==> config.mk <==
export PLATFORM = sky130hd
export DESIGN_NAME = plsp_regs
export DESIGN_NICKNAME = d
export VERILOG_FILES = /design/src/rtl/plsp_pkg.sv /design/src/rtl/plsp_aspm_gate.sv /design/src/rtl/plsp_regs.sv
export SDC_FILE = /design/constraint.sdc
export NUM_CORES = 1
export LEC_CHECK = 0
export ABC_AREA = 1
export BUFFER_PORTS_ARGS = -buffer_cell sky130_fd_sc_hd__buf_2
export CORE_UTILIZATION = 35
export CTS_BUF_LIST = sky130_fd_sc_hd__clkbuf_2 sky130_fd_sc_hd__clkbuf_4 sky130_fd_sc_hd__clkbuf_8
export DETAILED_ROUTE_END_ITERATION = 12
export PLACE_DENSITY = 0.69
export SLEW_MARGIN = 20
export SYNTH_ARGS = -nofsm -noshare
export SYNTH_HDL_FRONTEND = slang
export SYNTH_SLANG_ARGS = --single-unit
==> constraint.sdc <==
create_clock -name clock -period 1.05 [get_ports clock]
set_clock_uncertainty 0.1 [all_clocks]
set_input_delay 0.21 -clock clock [delete_from_list [all_inputs] [get_ports clock]]
set_output_delay 0.21 -clock clock [all_outputs]
set_load 0.05 [all_outputs]
==> src/rtl/plsp_pkg.sv <==
// Constants for the link, slot and power-management register bank.
package plsp_pkg;
  localparam int ADDR_W = 8;
  localparam logic [7:0] OFS_DEV_CTRL_STATUS = 8'h70;
  localparam logic [7:0] OFS_LINK_CAP = 8'h74;
  localparam logic [7:0] OFS_LINK_CTRL = 8'h78;
  localparam logic [7:0] OFS_SLOT_CAP = 8'h7C;
  localparam int AUX_PM_EN_BIT = 10;
  localparam int AUX_DET_BIT = 20;
  localparam int ASPM_SUP_LO = 10;
  localparam int L0S_LAT_LO = 12;
  localparam int L1_LAT_LO = 15;
  localparam int ASPM_CTL_LO = 0;
  localparam int SLOT_SURPRISE_BIT = 5;
  localparam int SLOT_HP_CAP_BIT = 6;
  localparam int SLOT_PWR_VAL_LO = 7;
  localparam int SLOT_PWR_SCL_LO = 15;
  localparam logic [2:0] L0S_EXIT_LAT = 3'h5;
  localparam logic [2:0] L1_EXIT_LAT = 3'h5;
  localparam logic [1:0] ASPM_SUP_DEFAULT = 2'h3;
  localparam logic [1:0] ASPM_CTL_RESET = 2'h0;
  localparam logic [1:0] ASPM_L0S = 2'h1;
  localparam logic [1:0] ASPM_L1 = 2'h2;
endpackage

==> src/rtl/plsp_aspm_gate.sv <==
// Turns the stored link control field into low-power entry permits.
`timescale 1ns/1ps
module plsp_aspm_gate
  import plsp_pkg::*;
(
  input wire logic [1:0] aspm_ctl,
  input wire logic [1:0] aspm_sup,
  output logic tx_l0s_allow,
  output logic rx_l0s_allow,
  output logic l1_allow
);
  // The tx L0s and L1 permits each need both the control enable and the advertised support.
  assign tx_l0s_allow = aspm_ctl[0] & aspm_sup[0];
  assign l1_allow = aspm_ctl[1] & aspm_sup[1];
  // The receiver follows the far transmitter, so it cannot be barred from L0s.
  assign rx_l0s_allow = 1'b1;
endmodule

==> src/rtl/plsp_regs.sv <==
// Register bank for aux power, link capability/control and slot capability.
//
// Local design decision: strobed register access.
`timescale 1ns/1ps
module plsp_regs
  import plsp_pkg::*;
(
  input wire logic clock,
  input wire logic nrst,
  input wire logic [plsp_pkg::ADDR_W-1:0] addr,
  input wire logic [31:0] wdata,
  input wire logic wr,
  input wire logic rd,
  output logic [31:0] rdata,
  input wire logic reverse_mode,
  input wire logic [1:0] aspm_support,
  input wire logic [6:0] slot_flags,
  input wire logic [7:0] slot_power_value,
  input wire logic [1:0] slot_power_scale,
  output logic [1:0] aspm_ctl,
  output logic tx_l0s_allow,
  output logic rx_l0s_allow,
  output logic l1_allow
);
  import plsp_pkg::*;

  logic [1:0] sup_q;
  logic [6:0] flags_q;
  logic [7:0] pval_q;
  logic [1:0] pscl_q;
  logic rev_q;
  logic [31:0] next_rdata;
  wire [1:0] sup_eff;
  wire [31:0] dev_word;
  wire [31:0] lcap_word;
  wire [31:0] lctl_word;
  wire [31:0] slot_word;
  wire hit_ctl;

  // Straps are static; sampled by clock after reset so reset loads constants only.
  always_ff @(posedge clock or negedge nrst)
  begin
    if (!nrst)
    begin
      sup_q <= ASPM_SUP_DEFAULT;
      flags_q <= 7'h00;
      pval_q <= 8'h00;
      pscl_q <= 2'h0;
      rev_q <= 1'b0;
    end
    else
    begin
      sup_q <= aspm_support;
      flags_q <= slot_flags;
      pval_q <= slot_power_value;
      pscl_q <= slot_power_scale;
      rev_q <= reverse_mode;
    end
  end

  // Code 00b is reserved, so fall back to reporting both states.
  assign sup_eff = (sup_q == 2'h0) ? ASPM_SUP_DEFAULT : sup_q;
  assign dev_word = 32'h0000_0000;
  assign lcap_word = (32'(sup_eff) << ASPM_SUP_LO)
                   | (32'(L0S_EXIT_LAT) << L0S_LAT_LO)
                   | (32'(L1_EXIT_LAT) << L1_LAT_LO);
  assign lctl_word = 32'(aspm_ctl) << ASPM_CTL_LO;
  // Presence bits 0-4, surprise bit 5, hot-plug bit 6 sit in strap order.
  assign slot_word = rev_q ?
                     (32'(flags_q)
                     | (32'(pval_q) << SLOT_PWR_VAL_LO)
                     | (32'(pscl_q) << SLOT_PWR_SCL_LO))
                     : 32'h0000_0000;
  assign hit_ctl = wr & (addr == OFS_LINK_CTRL);

  // Only the control field stores writes; other offsets drop them.
  always_ff @(posedge clock or negedge nrst)
  begin
    if (!nrst)
      aspm_ctl <= ASPM_CTL_RESET;
    else if (hit_ctl)
      aspm_ctl <= wdata[ASPM_CTL_LO+1:ASPM_CTL_LO];
  end

  always_comb
  begin
    next_rdata = 32'h0000_0000;
    if (rd)
    begin
      unique case (addr)
        OFS_DEV_CTRL_STATUS: next_rdata = dev_word;
        OFS_LINK_CAP: next_rdata = lcap_word;
        OFS_LINK_CTRL: next_rdata = lctl_word;
        OFS_SLOT_CAP: next_rdata = slot_word;
        default: next_rdata = 32'h0000_0000;
      endcase
    end
  end

  // Read data stands only in the cycle after the strobe.
  always_ff @(posedge clock or negedge nrst)
  begin
    if (!nrst)
      rdata <= 32'h0000_0000;
    else
      rdata <= next_rdata;
  end

  plsp_aspm_gate u_gate (
    .aspm_ctl(aspm_ctl),
    .aspm_sup(sup_eff),
    .tx_l0s_allow(tx_l0s_allow),
    .rx_l0s_allow(rx_l0s_allow),
    .l1_allow(l1_allow)
  );
endmodule

# After elaboration in Yosys (flattened, before gate mapping)

Index checks and enable logic that the tools add are counted.

Equal/unequal tests: 3
Bitwise logic cells: 5
Reductions and logical operators: 1
Mux-type cells: 4

Operators by type and width:

| operator                                       | count |
|---|---|
| one-hot mux 32 bit (3 select lines)            | 1 |
| two-way mux 32 bit                             | 1 |
| == test 8 x 7 -> 1 bit (second input constant) | 3 |
| two-way mux 17 bit                             | 1 |
| bitwise OR 15 x 17 -> 17 bit                   | 1 |
| bitwise OR 7 x 15 -> 15 bit                    | 1 |
| bitwise AND 1 bit                              | 3 |
| logical NOT 2 bit                              | 1 |
| two-way mux 2 bit                              | 1 |

Bits in registers: 54

# Depth between registers and ports, before layout

Gate-level depths: netlist of run 1.

Depth in word-level cells: 5
Depth in mapped cells: 6
Gate-level depth less buffers: 6

# Cells and area by module

Synthesis of run 1 repeated with hierarchy kept, for this count alone.

Cell total of the unflattened synthesis: 132
Area total of the unflattened synthesis: 1511.4 um^2

By module, submodules not included:

| module         | cells an instance | seq. area each (um^2) | area each (um^2) | instances |
|---|---|---|---|---|
| plsp_regs      | 126               | 1003.5                | 1485.2           | 1 |
| plsp_aspm_gate | 6                 | 0.0                   | 26.3             | 1 |

# Worst setup path after synthesis of run 1

OpenSTA, ideal clock, no wires.

Kind: flip-flop to output port
Start: register aspm_ctl[1]
End: output port l1_allow
Setup slack: -1.106 ns
Data required time: 0.740 ns
Buffers on the path: 0
Stages on the path, launching flop included: 2
Arrival: 1.846 ns
Cell sequence: dfrtp_1 a21boi_0

Cells in the longest elaborated chain, start to end: 1

Ends and longest elaborated chain:

| what                   | line                 | source |
|---|---|---|
| start, declared        | plsp_regs.sv:20      | `output logic [1:0] aspm_ctl,` |
| start signal, assigned | plsp_regs.sv:82      | `aspm_ctl <= wdata[ASPM_CTL_LO+1:ASPM_CTL_LO];` |
| bitwise AND 1 bit      | plsp_aspm_gate.sv:14 | `assign l1_allow = aspm_ctl[1] & aspm_sup[1];` |
| end, declared          | plsp_regs.sv:23      | `output logic l1_allow` |

Every way passes these cells.

# Final worst setup path of run 1

Start: register sup_q[0]
End: output port tx_l0s_allow

Cells in the longest elaborated chain, start to end: 3

Ends and longest elaborated chain:

| what                   | line                 | source |
|---|---|---|
| start, declared        | plsp_regs.sv:27      | `logic [1:0] sup_q;` |
| start signal, assigned | plsp_regs.sv:53      | `sup_q <= aspm_support;` |
| logical NOT 2 bit      | plsp_regs.sv:62      | `assign sup_eff = (sup_q == 2'h0) ? ASPM_SUP_DEFAULT : sup_q;` |
| two-way mux 2 bit (*)  | plsp_regs.sv:62      |  |
| bitwise AND 1 bit (*)  | plsp_aspm_gate.sv:13 | `assign tx_l0s_allow = aspm_ctl[0] & aspm_sup[0];` |
| end, declared          | plsp_regs.sv:21      | `output logic tx_l0s_allow,` |

Every way passes the cells marked *; elsewhere a longest branch is shown, timed or not.

==> impl_table.tex, run 1 <==
\begin{tabular}{lr}
\hline
Metric & Value \\
\hline
\multicolumn{2}{l}{\textbf{Status}} \\
Result of the run & finished, violations left \\
Violations in the final reports & negative setup slack \\
\multicolumn{2}{l}{\textbf{Placement}} \\
Post-placement worst setup slack & -0.2220 ns \\
Buffers on Ports & 55 \\
Routability-driven placement congestion ratio & between 0.7 and 0.8 \\
HPWL after detailed placement & 2058 um \\
DP Area & approximately 2000 um2 \\
\multicolumn{2}{l}{\textbf{Timing}} \\
Max Freq & 680.9 MHz \\
Minimum period implied by the final worst setup slack & 1.469 ns \\
Hold violation total from the final report & 0 \\
Pins over their slew limit & 0 \\
Count of final setup violators & 37 \\
Final worst-path cycle share & 139.9\% \\
Crit path setup slack, layout & -0.4187 ns \\
Unrepaired setup endpoints after global routing & yes \\
\multicolumn{2}{l}{\textbf{Route}} \\
Average detailed-routed wire length per instance & 11.31 um \\
Total iterations of the first detailed-routing run & 3 \\
Average vias per placed instance & 4.170 \\
Remaining number of nets flagged by the antenna check after routing & 0 \\
DR vias & 1176 \\
DRC violations left & 0 \\
Final wirelength & 3190 um \\
Drt first-iter violations & 8 \\
\multicolumn{2}{l}{\textbf{Synthesis}} \\
Main area contributors after synthesis & sky130\_fd\_sc\_hd\_\_dfrtp\_1 60\%, sky130\_fd\_sc\_hd\_\_nor2\_4 8.6\%, sky130\_fd\_sc\_hd\_\_buf\_4 7.1\% \\
Average cell area after synthesis & 12.03 um2 \\
Synthesized instance count & 131 \\
Share of synthesized area occupied by flip-flops and latches & 63.65\% \\
Flops \& latches, synth & 40 \\
Number of distinct library cells after synthesis & 19 \\
Yosys warnings & 0 \\
Yosys top cell area share & slightly above 60\% \\
Synthesized cell area & $\sim$1600 um2 \\
Largest area contributor in the netlist & sky130\_fd\_sc\_hd\_\_dfrtp\_1 \\
\multicolumn{2}{l}{\textbf{Floorplanning}} \\
Num ports & 101 \\
Chip Width & 69.12 um \\
Rows & 24 \\
Die height & 69.12 um \\
Starting Density & 36.21\% \\
Area enclosed by the die boundary & 4777 um2 \\
Core Box Area & 4354 um2 \\
\multicolumn{2}{l}{\textbf{GRT}} \\
Number of global-route vias before repair & 1211 \\
Total global routing overflow & 0 \\
Antenna violations before repair & 0 \\
Maximum number of pins on one net before global-route repair & 14 \\
Global-route wire length before repair & $\sim$5400 um \\
Total routing usage reported by global routing & 14.77\% \\
\multicolumn{2}{l}{\textbf{Setup path}} \\
CP Cell Sequence & inv\_2 > a21boi\_4 > buf\_6 \\
Launching element type of the critical path & flop \\
Source of the critical timing path & sup\_q[0]\$\_DFF\_PN1\_ \\
Startpoint-to-endpoint class of the critical path & reg -> out \\
Critical register-to-register path endpoint & rdata[10]\$\_DFF\_PN0\_ \\
Data required time at the worst endpoint & approximately 0.74 ns \\
Start of the worst register-to-register path & sup\_q[1]\$\_DFF\_PN1\_ \\
Element type at the critical path end & output pin \\
Worst reg2reg path depth & 4 \\
Slowest library cell on the worst path & sky130\_fd\_sc\_hd\_\_dfstp\_2 \\
Internal reg-to-reg setup slack & -0.13 ns \\
CP Max Fanout & 2 \\
Arrival time reported for the critical path endpoint & around 1.2 ns \\
Critical path's largest stage delay & 0.54 ns \\
\multicolumn{2}{l}{\textbf{Clock network}} \\
Number of CTS-inserted buffers & 5 \\
Clk buf depth & 2 \\
Clock tree from TritonCTS & built \\
Root buf cell & sky130\_fd\_sc\_hd\_\_clkbuf\_8 \\
Clock-pin slew reported for the worst setup and hold paths after clock tree synthesis & 0.06 ns \\
Total number of clock tree sinks & 40 \\
Clock latency at the later pin of the worst-skew pair & 0.28 ns \\
H-tree depth reported by CTS & 2 \\
\multicolumn{2}{l}{\textbf{Min path}} \\
WHS Path Cells & 3 \\
Start point of the worst hold path & wdata[0] \\
Tightest Hold Check Type & in -> reg \\
Endpoint of the worst hold path & aspm\_ctl[0]\$\_DFFE\_PN0P\_ \\
\multicolumn{2}{l}{\textbf{Cells and area}} \\
Synthesis-to-layout area growth & 61.43\% \\
Final std cell area, no fill & approximately 2500 um2 \\
Fraction of final layout cells sized beyond drive strength 1 & 56.09\% \\
Layout net count & 293 \\
Fillers & 365 \\
Antenna diodes & 0 \\
\multicolumn{2}{l}{\textbf{Power and ir drop}} \\
Static Leakage & 0.001217 uW \\
Peak ir drop on the vdd network & 0.7877 mV \\
Total power density per cell area & 1196 nW/um2 \\
\multicolumn{2}{l}{\textbf{Job}} \\
Count of maximum capacitance violations & 0 \\
\hline
\end{tabular}
kinds of logic (layout without fill, tap and decap cells):
| group | count (synthesis) | count (layout) | share of synthesized area, % |
|---|---|---|---|
| AOI/OAI and AO/OA | 14 | 14 | 5.713 |
| buffers and inverters | 29 | 115 | 12.06 |
| DFF | 40 | 40 | 63.65 |
| other | 2 | 15 | 0.4764 |
| and+or+nand+nor | 46 | 46 | 18.10 |
through the flow:
step,std cells,utilization (%),hold WS (ns),total power [uW],setup TNS [ns]
6_report,282,58.45,0.07841,3043,-3.713
2_1_floorplan,144,-,-0.1856,1885,-0.4195
3_3_place_gp,250,45.80,-0.01817,1993,-3.089
3_5_place_dp,250,45.80,-0.01298,2000,-3.196
5_1_grt,282,58.45,0.06683,3198,-5.056
4_1_cts,282,57.61,0.07422,3084,-4.024
flip-flops by register name, indices dropped and copies added (netlist names):
signal    cells
rev_q         1
pscl_q        2
rdata        18
flags_q       7
aspm_ctl      2
pval_q        8
sup_q         2
power by group:
part | internal, uW | total [uW] | leakage [uW] | switching, uW
clock | 517 | 964 | 0.0000491 | 447
sequential | 1590 | 1610 | 0.000507 | 20.5
combinational | 184 | 471 | 0.000661 | 287
final cells by class:
cell class              instances  area [um2]  share of cell area, %
clock buffers                   7       83.83                  3.294
clock inverters                 1       5.005                 0.1967
inverters                      11       45.04                  1.770
multi-input cells              75       523.0                  20.55
flip-flops and latches         40        1006                  39.53
well taps                      52       65.06                  2.557
repair buffers                 95       809.5                  31.81
repair inverters                1       7.507                 0.2950
what timing repair did:
item / CTS / global route
setup buffers: 2 / 1
hold buffers: 21 / 0
pin swaps: 9 / 6
cloned: 1 / 0
setup endpoints to repair: 37 / 40
endpoints found under the hold margin: 58 / 0
resized for setup: 64 / 10
critical path: cells and delay by family (launching register included):
family | cells | cell delay (ns)
compound gates | 1 | 0.13
buf+inv | 2 | 0.22
flops | 1 | 0.54
cell usage in the layout (no fill, tap or decap), types with 3 or more instances in the layout:
master	netlist	final
sky130_fd_sc_hd__dfrtp_1	38	36
sky130_fd_sc_hd__nor2_4	12	12
sky130_fd_sc_hd__o21ai_1	5	3
sky130_fd_sc_hd__nand2_1	22	7
sky130_fd_sc_hd__nand4_1	4	4
sky130_fd_sc_hd__clkbuf_8	0	5
sky130_fd_sc_hd__buf_6	1	23
sky130_fd_sc_hd__conb_1	2	15
sky130_fd_sc_hd__buf_2	1	33
sky130_fd_sc_hd__dlygate4sd3_1	0	21
sky130_fd_sc_hd__nand2_2	0	15
sky130_fd_sc_hd__inv_1	11	8
sky130_fd_sc_hd__a21oi_2	0	3
sky130_fd_sc_hd__buf_4	15	14
layer usage:
layer	track usage [%]	vias up	part of all wire (%)
met5	0	-	0
met4	8.617	0	3.0
met3	3.509	9	3.4
met2	26.43	36	55
met1	15.66	556	38
li1	-	575	-
worst max-delay path by stage:
stage / end / slack (ns)
floorplan: tx_l0s_allow / -0.20
global placement: tx_l0s_allow / -0.21
detailed placement: tx_l0s_allow / -0.22
CTS: tx_l0s_allow / -0.42
global route: tx_l0s_allow / -0.47
finish: tx_l0s_allow / -0.42
cell usage after synthesis:
cell                        count
sky130_fd_sc_hd__nand2_4        1
sky130_fd_sc_hd__nand3_1        4
sky130_fd_sc_hd__buf_2          1
sky130_fd_sc_hd__conb_1         2
sky130_fd_sc_hd__nand2_1       22
sky130_fd_sc_hd__a21boi_0       2
sky130_fd_sc_hd__o2111ai_2      1
sky130_fd_sc_hd__buf_6          1
sky130_fd_sc_hd__nand4_1        4
sky130_fd_sc_hd__nor2_1         3
sky130_fd_sc_hd__dfstp_2        2
sky130_fd_sc_hd__nor2_4        12
sky130_fd_sc_hd__buf_4         15
sky130_fd_sc_hd__inv_1         11
sky130_fd_sc_hd__dfrtp_1       38
sky130_fd_sc_hd__buf_12         1
sky130_fd_sc_hd__o211ai_1       2
sky130_fd_sc_hd__o21ai_1        5
sky130_fd_sc_hd__a21oi_1        4
No activity file was read; power rests on OpenSTA's default activity.
==> run 2: changes to the inputs <==
--- a/config.mk
+++ b/config.mk
@@ -7,10 +7,10 @@
 export LEC_CHECK = 0
 export ABC_AREA = 1
 export BUFFER_PORTS_ARGS = -buffer_cell sky130_fd_sc_hd__buf_2
-export CORE_UTILIZATION = 35
+export CORE_UTILIZATION = 32
 export CTS_BUF_LIST = sky130_fd_sc_hd__clkbuf_2 sky130_fd_sc_hd__clkbuf_4 sky130_fd_sc_hd__clkbuf_8
 export DETAILED_ROUTE_END_ITERATION = 12
-export PLACE_DENSITY = 0.69
+export PLACE_DENSITY = 0.61
 export SLEW_MARGIN = 20
 export SYNTH_ARGS = -nofsm -noshare
 export SYNTH_HDL_FRONTEND = slang
==> constraint.sdc (replaced) <==
create_clock -name clock -period 1.69 [get_ports clock]
set_clock_uncertainty 0.1 [all_clocks]
set_input_delay 0.338 -clock clock [delete_from_list [all_inputs] [get_ports clock]]
set_output_delay 0.338 -clock clock [all_outputs]
set_load 0.05 [all_outputs]
==> run 2 against run 1 <==
Against the previous run:
- utilization is 16 points lower
- the run now ends clean
- via count fell by 17%
- wire length shrank 24%
- power fell by 36%
- final cell count decreased by 8.5%
- die area increased by 9.1%
- global-route usage fell by 3.9 points
- register-to-register slack gained 0.66 ns
- combinational power is 58% lower
- first-iteration DRC count grew to 4.6 times the previous value
- sequential power decreased by 38%
==> impl_table.tex, run 2 (synthesis gave the netlist of run 1 again) <==
\begin{tabular}{lr}
\hline
Metric & Value \\
\hline
\multicolumn{2}{l}{\textbf{Status}} \\
Result of the run & finished, final reports clean (was finished, violations left) \\
\multicolumn{2}{l}{\textbf{Clock network}} \\
Total number of clock tree sinks & 40 (unchanged) \\
Clock latency at the later pin of the worst-skew pair & 0.29 ns (was 0.28 ns) \\
Number of CTS-inserted buffers & 5 (unchanged) \\
Number of buffers inserted by post-CTS setup repair & 0 (was 2) \\
H-tree depth reported by CTS & 2 (unchanged) \\
Clock tree from TritonCTS & built (unchanged) \\
Root buf cell & sky130\_fd\_sc\_hd\_\_clkbuf\_8 (unchanged) \\
Clock-pin slew reported for the worst setup and hold paths after clock tree synthesis & 0.07 ns (was 0.06 ns) \\
Clk buf depth & 2 (unchanged) \\
\multicolumn{2}{l}{\textbf{Timing}} \\
Crit path setup slack, layout & 0.03338 ns (was -0.4187 ns) \\
Final worst-path cycle share & 98.02\% \\
Unrepaired setup endpoints after global routing & yes (unchanged) \\
Count of final setup violators & 0 (was 37) \\
Max Freq & 603.6 MHz \\
Pins over their slew limit & 0 (unchanged) \\
Hold violation total from the final report & 0 (unchanged) \\
Minimum period implied by the final worst setup slack & roughly 1.7 ns \\
\multicolumn{2}{l}{\textbf{Floorplanning}} \\
Num ports & 101 (unchanged) \\
Area enclosed by the die boundary & 5211 um2 (was 4777 um2) \\
Rows & 25 (was 24) \\
Chip Width & 72.19 um (was 69.12 um) \\
Core Box Area & 4723 um2 (was 4354 um2) \\
Starting Density & 33.38\% (was 36.21\%) \\
Die height & 72.19 um (was 69.12 um) \\
\multicolumn{2}{l}{\textbf{GRT}} \\
Maximum number of pins on one net before global-route repair & 23 (was 14) \\
Number of global-route vias before repair & 972 (was 1211) \\
Global-route wire length before repair & 4250 um (was 5361 um) \\
Total global routing overflow & 0 (unchanged) \\
Antenna violations before repair & 0 (unchanged) \\
Total routing usage reported by global routing & 10.86\% (was 14.77\%) \\
\multicolumn{2}{l}{\textbf{Route}} \\
Remaining number of nets flagged by the antenna check after routing & 0 (unchanged) \\
Average detailed-routed wire length per instance & 9.411 um (was 11.31 um) \\
DR vias & 974 (was 1176) \\
Average vias per placed instance & 3.775 (was 4.170) \\
DRC violations left & 0 (unchanged) \\
Total iterations of the first detailed-routing run & 3 (unchanged) \\
Drt first-iter violations & 37 (was 8) \\
Final wirelength & 2428 um (was 3190 um) \\
\multicolumn{2}{l}{\textbf{Cells and area}} \\
Commonest cells after routing, fill and taps aside & 53 x sky130\_fd\_sc\_hd\_\_buf\_2, 38 x sky130\_fd\_sc\_hd\_\_dfrtp\_1, 22 x sky130\_fd\_sc\_hd\_\_nand2\_1 (was 36 x sky130\_fd\_sc\_hd\_\_dfrtp\_1, 33 x sky130\_fd\_sc\_hd\_\_buf\_2, 23 x sky130\_fd\_sc\_hd\_\_buf\_6) \\
Final std cell area, no fill & 1997 um2 (was 2545 um2) \\
Max reg flops & 18 (unchanged) \\
Fraction of final layout cells sized beyond drive strength 1 & 43.46\% (was 56.09\%) \\
Most common library cell in the layout ignoring fill and taps & sky130\_fd\_sc\_hd\_\_buf\_2 (was sky130\_fd\_sc\_hd\_\_dfrtp\_1) \\
Antenna diodes & 0 (unchanged) \\
Biggest regs & rdata x18, pval\_q x8, flags\_q x7 (unchanged) \\
Synthesis-to-layout area growth & 26.67\% (was 61.43\%) \\
Largest reg by FF count & rdata (unchanged) \\
Final core area utilization & 42.28\% (was 58.45\%) \\
Layout net count & 254 (was 293) \\
\multicolumn{2}{l}{\textbf{Placement}} \\
Buffers on Ports & 55 (unchanged) \\
HPWL after detailed placement & 1997 um (was 2058 um) \\
Routability-driven placement congestion ratio & 0.7348 (was 0.7344) \\
Post-placement worst setup slack & 0.2445 ns (was -0.2220 ns) \\
DP Area & 1863 um2 (was 1994 um2) \\
\multicolumn{2}{l}{\textbf{Min path}} \\
Tightest Hold Check Type & in -> reg (unchanged) \\
WHS Path Cells & 1 (was 3) \\
\multicolumn{2}{l}{\textbf{Power and ir drop}} \\
Total power density per cell area & 970.2 nW/um2 (was 1196 nW/um2) \\
Peak ir drop on the vdd network & 0.3910 mV (was 0.7877 mV) \\
Static Leakage & 0.001024 uW (was 0.001217 uW) \\
\multicolumn{2}{l}{\textbf{Setup path}} \\
Data required time at the worst endpoint & 1.25 ns (was 0.74 ns) \\
Worst reg2reg path depth & 4 (unchanged) \\
Element type at the critical path end & output pin (unchanged) \\
Launching element type of the critical path & flop (unchanged) \\
Arrival time reported for the critical path endpoint & 1.22 ns (was 1.16 ns) \\
CP Max Fanout & 3 (was 2) \\
Startpoint-to-endpoint class of the critical path & reg -> out (unchanged) \\
Internal reg-to-reg setup slack & 0.53 ns (was -0.13 ns) \\
\multicolumn{2}{l}{\textbf{Job}} \\
Count of maximum capacitance violations & 0 (unchanged) \\
\hline
\end{tabular}
[run 2: where the power goes]
group	leakage (uW)	internal (uW)	switching, uW
Sequential	0.000510	986	12.2
Clock	0.0000541	436	305
Combinational	0.000460	48.9	149
[run 2: area by class of cell]
class                           instances  area (um2)
Fill cell                             459        2726
Clock buffer                            5       68.82
Timing Repair Buffer                   57       317.8
Sequential cell                        40        1003
Inverter                               11       41.29
Multi-Input combinational cell         75       439.2
Tap cell                               67       83.83
Clock inverter                          3       42.54
[run 2: path summary, 6_finish.rpt]
check | endpoint | start
worst max register to register | rdata[4]$_DFF_PN0_ | rev_q$_DFF_PN0_
worst min register to register | rdata[12]$_DFF_PN0_ | pval_q[5]$_DFF_PN0_
min in group asynchronous | flags_q[2]$_DFF_PN0_ | nrst
worst min-delay path | sup_q[0]$_DFF_PN1_ | aspm_support[0]
max in group asynchronous | rdata[0]$_DFF_PN0_ | nrst
worst max-delay path | tx_l0s_allow | sup_q[0]$_DFF_PN1_
[run 2: repair_timing]
item | 4_1_cts | 5_1_grt
setup endpoints to repair | 2 | 2
gates resized for setup | 2 | 3
hold buffers | 1 | 0
pin swaps | 0 | 1
hold endpoints to repair | 19 | 0
[run 2: worst max-delay path: stages (launching register included)]
cell                       delay, ns
sky130_fd_sc_hd__dfstp_2        0.56
sky130_fd_sc_hd__inv_2          0.05
sky130_fd_sc_hd__a21boi_2       0.15
sky130_fd_sc_hd__buf_6          0.17
[run 2: metal layers]
layer / vias up / track usage (%) / share of wire [%]
li1: 496 / - / -
met1: 427 / 13.52 / 45
met2: 45 / 16.20 / 44
met3: 6 / 3.889 / 8.8
met4: 0 / 6.536 / 2.3
met5: - / 0 / 0
[run 2: through the flow]
step	total power (uW)	setup TNS, ns	hold WS, ns	instances
3_5_place_dp	1214	0	0.2351	249
5_1_grt	2032	-0.01106	0.03118	258
6_report	1937	0	0.04685	258
2_1_floorplan	1166	0	-0.05759	144
3_3_place_gp	1210	0	0.2353	249
4_1_cts	1969	0	0.03637	258
==> run 3: changes to the inputs <==
--- a/config.mk
+++ b/config.mk
@@ -5,12 +5,12 @@
 export SDC_FILE = /design/constraint.sdc
 export NUM_CORES = 1
 export LEC_CHECK = 0
-export ABC_AREA = 1
+export ABC_AREA = 0
 export BUFFER_PORTS_ARGS = -buffer_cell sky130_fd_sc_hd__buf_2
 export CORE_UTILIZATION = 32
 export CTS_BUF_LIST = sky130_fd_sc_hd__clkbuf_2 sky130_fd_sc_hd__clkbuf_4 sky130_fd_sc_hd__clkbuf_8
 export DETAILED_ROUTE_END_ITERATION = 12
-export PLACE_DENSITY = 0.61
+export PLACE_DENSITY = 0.63
 export SLEW_MARGIN = 20
 export SYNTH_ARGS = -nofsm -noshare
 export SYNTH_HDL_FRONTEND = slang
==> run 3 against run 2 <==
Against the previous run:
- final cell count decreased by 16%
- utilization is 2.5 points higher
- wire length up 5.3%
- setup slack got worse by 0.011 ns
- first-iteration DRC count shrank 49%
- synthesized area down 9.3%
==> impl_table.tex, run 3 <==
\begin{tabular}{lr}
\hline
Metric & Value \\
\hline
\multicolumn{2}{l}{\textbf{Floorplanning}} \\
Die height & 68.85 um (was 72.19 um) \\
Starting Density & 34.51\% (was 33.38\%) \\
Chip Width & 68.85 um (was 72.19 um) \\
Core Box Area & 4144 um2 (was 4723 um2) \\
Area enclosed by the die boundary & 4740 um2 (was 5211 um2) \\
Rows & 23 (was 25) \\
Num ports & 101 (unchanged) \\
\multicolumn{2}{l}{\textbf{Cells and area}} \\
Biggest regs & rdata x18, pval\_q x8, flags\_q x7 (unchanged) \\
Max reg flops & 18 (unchanged) \\
Final core area utilization & 44.78\% (was 42.28\%) \\
Most common library cell in the layout ignoring fill and taps & sky130\_fd\_sc\_hd\_\_buf\_2 (unchanged) \\
Final std cell area, no fill & 1856 um2 (was 1997 um2) \\
Synthesis-to-layout area growth & 29.75\% (was 26.67\%) \\
Fillers & 404 (was 459) \\
Antenna diodes & 0 (unchanged) \\
Layout net count & 231 (was 254) \\
Fraction of final layout cells sized beyond drive strength 1 & 44.64\% (was 43.46\%) \\
Finished Layout Cells & 218 (was 258) \\
Largest reg by FF count & rdata (unchanged) \\
Commonest cells after routing, fill and taps aside & 53 x sky130\_fd\_sc\_hd\_\_buf\_2, 38 x sky130\_fd\_sc\_hd\_\_dfrtp\_1, 15 x sky130\_fd\_sc\_hd\_\_conb\_1 (was 53 x sky130\_fd\_sc\_hd\_\_buf\_2, 38 x sky130\_fd\_sc\_hd\_\_dfrtp\_1, 22 x sky130\_fd\_sc\_hd\_\_nand2\_1) \\
\multicolumn{2}{l}{\textbf{Timing}} \\
Max Freq & 599.7 MHz (was 603.6 MHz) \\
Unrepaired setup endpoints after global routing & yes (unchanged) \\
Crit path setup slack, layout & 0.02254 ns (was 0.03338 ns) \\
Hold Slack & 0.04359 ns (was 0.04685 ns) \\
Pins over their slew limit & 0 (unchanged) \\
Final worst-path cycle share & 98.67\% (was 98.02\%) \\
Minimum period implied by the final worst setup slack & 1.667 ns (was 1.657 ns) \\
Count of final setup violators & 0 (unchanged) \\
Hold violation total from the final report & 0 (unchanged) \\
\multicolumn{2}{l}{\textbf{Clock network}} \\
Clock tree from TritonCTS & built (unchanged) \\
Clk buf depth & 2 (unchanged) \\
Total number of clock tree sinks & 40 (unchanged) \\
Clock latency at the later pin of the worst-skew pair & 0.29 ns (about the same) \\
H-tree depth reported by CTS & 2 (unchanged) \\
Root buf cell & sky130\_fd\_sc\_hd\_\_clkbuf\_8 (unchanged) \\
Clock-pin slew reported for the worst setup and hold paths after clock tree synthesis & 0.07 ns (about the same) \\
Number of CTS-inserted buffers & 5 (unchanged) \\
\multicolumn{2}{l}{\textbf{Status}} \\
Result of the run & finished, final reports clean (unchanged) \\
\multicolumn{2}{l}{\textbf{Setup path}} \\
Instance count on the critical path & 3 (unchanged) \\
CP Cell Sequence & nand2b\_1 > and2\_4 > buf\_8 (was inv\_2 > a21boi\_2 > buf\_6) \\
Element type at the critical path end & output pin (unchanged) \\
CP Buf/Inv Count & 1 (was 2) \\
CP Max Fanout & 2 (was 3) \\
Slowest library cell on the worst path & sky130\_fd\_sc\_hd\_\_dfstp\_2 (unchanged) \\
Critical path's largest stage delay & 0.53 ns (was 0.56 ns) \\
Startpoint-to-endpoint class of the critical path & reg -> out (unchanged) \\
Arrival time reported for the critical path endpoint & 1.23 ns (was 1.22 ns) \\
Internal reg-to-reg setup slack & 0.47 ns (was 0.53 ns) \\
Worst reg2reg path depth & 4 (unchanged) \\
Critical path's top delay family & flip-flops (unchanged) \\
Launching element type of the critical path & flop (unchanged) \\
Data required time at the worst endpoint & 1.25 ns (about the same) \\
\multicolumn{2}{l}{\textbf{Route}} \\
DRC violations left & 0 (unchanged) \\
Remaining number of nets flagged by the antenna check after routing & 0 (unchanged) \\
Final wirelength & 2556 um (was 2428 um) \\
Drt first-iter violations & 19 (was 37) \\
Average vias per placed instance & 4.174 (was 3.775) \\
DR vias & 910 (was 974) \\
Average detailed-routed wire length per instance & 11.72 um (was 9.411 um) \\
Total iterations of the first detailed-routing run & 3 (unchanged) \\
\multicolumn{2}{l}{\textbf{Synthesis}} \\
Most used flip-flop cell after synthesis & sky130\_fd\_sc\_hd\_\_dfrtp\_1 (unchanged) \\
Yosys warnings & 0 (unchanged) \\
Number of distinct library cells after synthesis & 21 (was 19) \\
Synth async-reset ratio & 100.0\% (unchanged) \\
Average cell area after synthesis & 13.49 um2 (was 12.03 um2) \\
Share of synthesized area occupied by flip-flops and latches & 70.17\% (was 63.65\%) \\
Yosys top cell area share & 66.49\% (was 60.32\%) \\
Main area contributors after synthesis & sky130\_fd\_sc\_hd\_\_dfrtp\_1 66\%, sky130\_fd\_sc\_hd\_\_buf\_4 7.9\%, sky130\_fd\_sc\_hd\_\_and2\_1 5.2\% (was sky130\_fd\_sc\_hd\_\_dfrtp\_1 60\%, sky130\_fd\_sc\_hd\_\_nor2\_4 8.6\%, sky130\_fd\_sc\_hd\_\_buf\_4 7.1\%) \\
Count leader, synth & sky130\_fd\_sc\_hd\_\_dfrtp\_1 (unchanged) \\
Synthesized cell area & 1430 um2 (was 1577 um2) \\
List of most frequent post-synthesis cells & 38 x sky130\_fd\_sc\_hd\_\_dfrtp\_1, 15 x sky130\_fd\_sc\_hd\_\_buf\_4, 12 x sky130\_fd\_sc\_hd\_\_and2\_1, 8 x sky130\_fd\_sc\_hd\_\_nand2\_1 (was 38 x sky130\_fd\_sc\_hd\_\_dfrtp\_1, 22 x sky130\_fd\_sc\_hd\_\_nand2\_1, 15 x sky130\_fd\_sc\_hd\_\_buf\_4, 12 x sky130\_fd\_sc\_hd\_\_nor2\_4, 11 x sky130\_fd\_sc\_hd\_\_inv\_1) \\
Flops \& latches, synth & 40 (unchanged) \\
Number of synthesized flops with an enable pin & 0 (unchanged) \\
Synthesized instance count & 106 (was 131) \\
Largest area contributor in the netlist & sky130\_fd\_sc\_hd\_\_dfrtp\_1 (unchanged) \\
\multicolumn{2}{l}{\textbf{Min path}} \\
Tightest Hold Check Type & in -> reg (unchanged) \\
WHS Path Cells & 1 (unchanged) \\
\multicolumn{2}{l}{\textbf{GRT}} \\
Number of global-route vias before repair & 907 (was 972) \\
Total global routing overflow & 0 (unchanged) \\
Total routing usage reported by global routing & 12.46\% (was 10.86\%) \\
Most used routing layer & met2 (unchanged) \\
Met1 Resource Use GR & 13.68\% (was 13.52\%) \\
Maximum number of pins on one net before global-route repair & 41 (was 23) \\
GRT met3 Usage & 6.908\% (was 3.889\%) \\
Antenna violations before repair & 0 (unchanged) \\
Met2 global-route usage & 18.33\% (was 16.20\%) \\
Global-route wire length before repair & 3905 um (was 4250 um) \\
\multicolumn{2}{l}{\textbf{Placement}} \\
HPWL after detailed placement & 1820 um (was 1997 um) \\
Routability-driven placement congestion ratio & 0.6672 (was 0.7348) \\
Post-placement worst setup slack & 0.2033 ns (was 0.2445 ns) \\
DP Area & 1709 um2 (was 1863 um2) \\
Buffers on Ports & 55 (unchanged) \\
Instance count after placement with tap cells included & 209 (was 249) \\
\multicolumn{2}{l}{\textbf{Power and ir drop}} \\
Peak ir drop on the vdd network & 0.6171 mV (was 0.3910 mV) \\
Total power density per cell area & 1044 nW/um2 (was 970.2 nW/um2) \\
Static Leakage & 0.0009949 uW (was 0.001024 uW) \\
\multicolumn{2}{l}{\textbf{Job}} \\
Count of maximum capacitance violations & 0 (unchanged) \\
\hline
\end{tabular}
==> run 3: changes by cell type after synthesis, sizes merged, moves of 3 or more <==
cell / delta
nand2: -15
and2: +12
nor2: -12
inv: -11
o21ai: -5
nand3: -4
nor3: +4
nor2b: +3
==> run 3: worst register-to-register path, cell delays in order (launching register included) <==
cell	delay (ns)
sky130_fd_sc_hd__dfrtp_1	0.48
sky130_fd_sc_hd__nand4_1	0.14
sky130_fd_sc_hd__nor3_2	0.14
sky130_fd_sc_hd__buf_4	0.17
sky130_fd_sc_hd__and2_1	0.13
==> run 3: repair_timing <==
item / 4_1_cts / 5_1_grt
cloned: 0 / 0
setup buffers: 0 / 0
endpoints found under the setup margin: 2 / 2
resized for setup: 6 / 2
endpoints found under the hold margin: 6 / 0
hold buffers: 1 / 0
==> run 3: per-stage QoR <==
step | total power, uW | TNS [ns]
after floorplan | 1152 | 0
after global placement | 1189 | 0
after detailed placement | 1195 | 0
after CTS | 1960 | 0
after global routing | 2025 | -0.05910
final | 1937 | 0
==> run 3: power breakdown <==
group	internal [uW]	switching, uW
clock network	454	300
registers	986	10.2
logic	49.4	138
==> run 3: logic make-up after synthesis <==
group / count (synthesis) / synth area share, %
buffers and inverters: 17 / 8.574
and+or+nand+nor: 38 / 15.49
muxes: 2 / 1.575
other: 2 / 0.5251
AOI/OAI and AO/OA: 7 / 3.674
DFF: 40 / 70.17
==> run 3: path summary, 6_finish.rpt <==
kind / startpoint / end
worst min register to register: pval_q[2]$_DFF_PN0_ / rdata[9]$_DFF_PN0_
worst max register to register: rev_q$_DFF_PN0_ / rdata[4]$_DFF_PN0_
max in group asynchronous: nrst / sup_q[1]$_DFF_PN1_
worst min-delay path: aspm_support[1] / sup_q[1]$_DFF_PN1_
worst max-delay path: sup_q[1]$_DFF_PN1_ / l1_allow
min in group asynchronous: nrst / aspm_ctl[1]$_DFFE_PN0P_
==> run 3: cell type report <==
type	count	area, um2	area share [%]
flip-flops and latches	40	1003	54.08
well taps	50	62.56	3.372
clock inverters	2	35.03	1.888
repair buffers	58	320.3	17.26
multi-input cells	62	357.8	19.29
clock buffers	6	76.32	4.113
==> run 3: metal layers <==
layer | vias to the layer above | wire length [um]
met4 | 0 | 58
li1 | 432 | -
met3 | 6 | 203
met5 | - | 0
met2 | 48 | 1306
met1 | 424 | 987
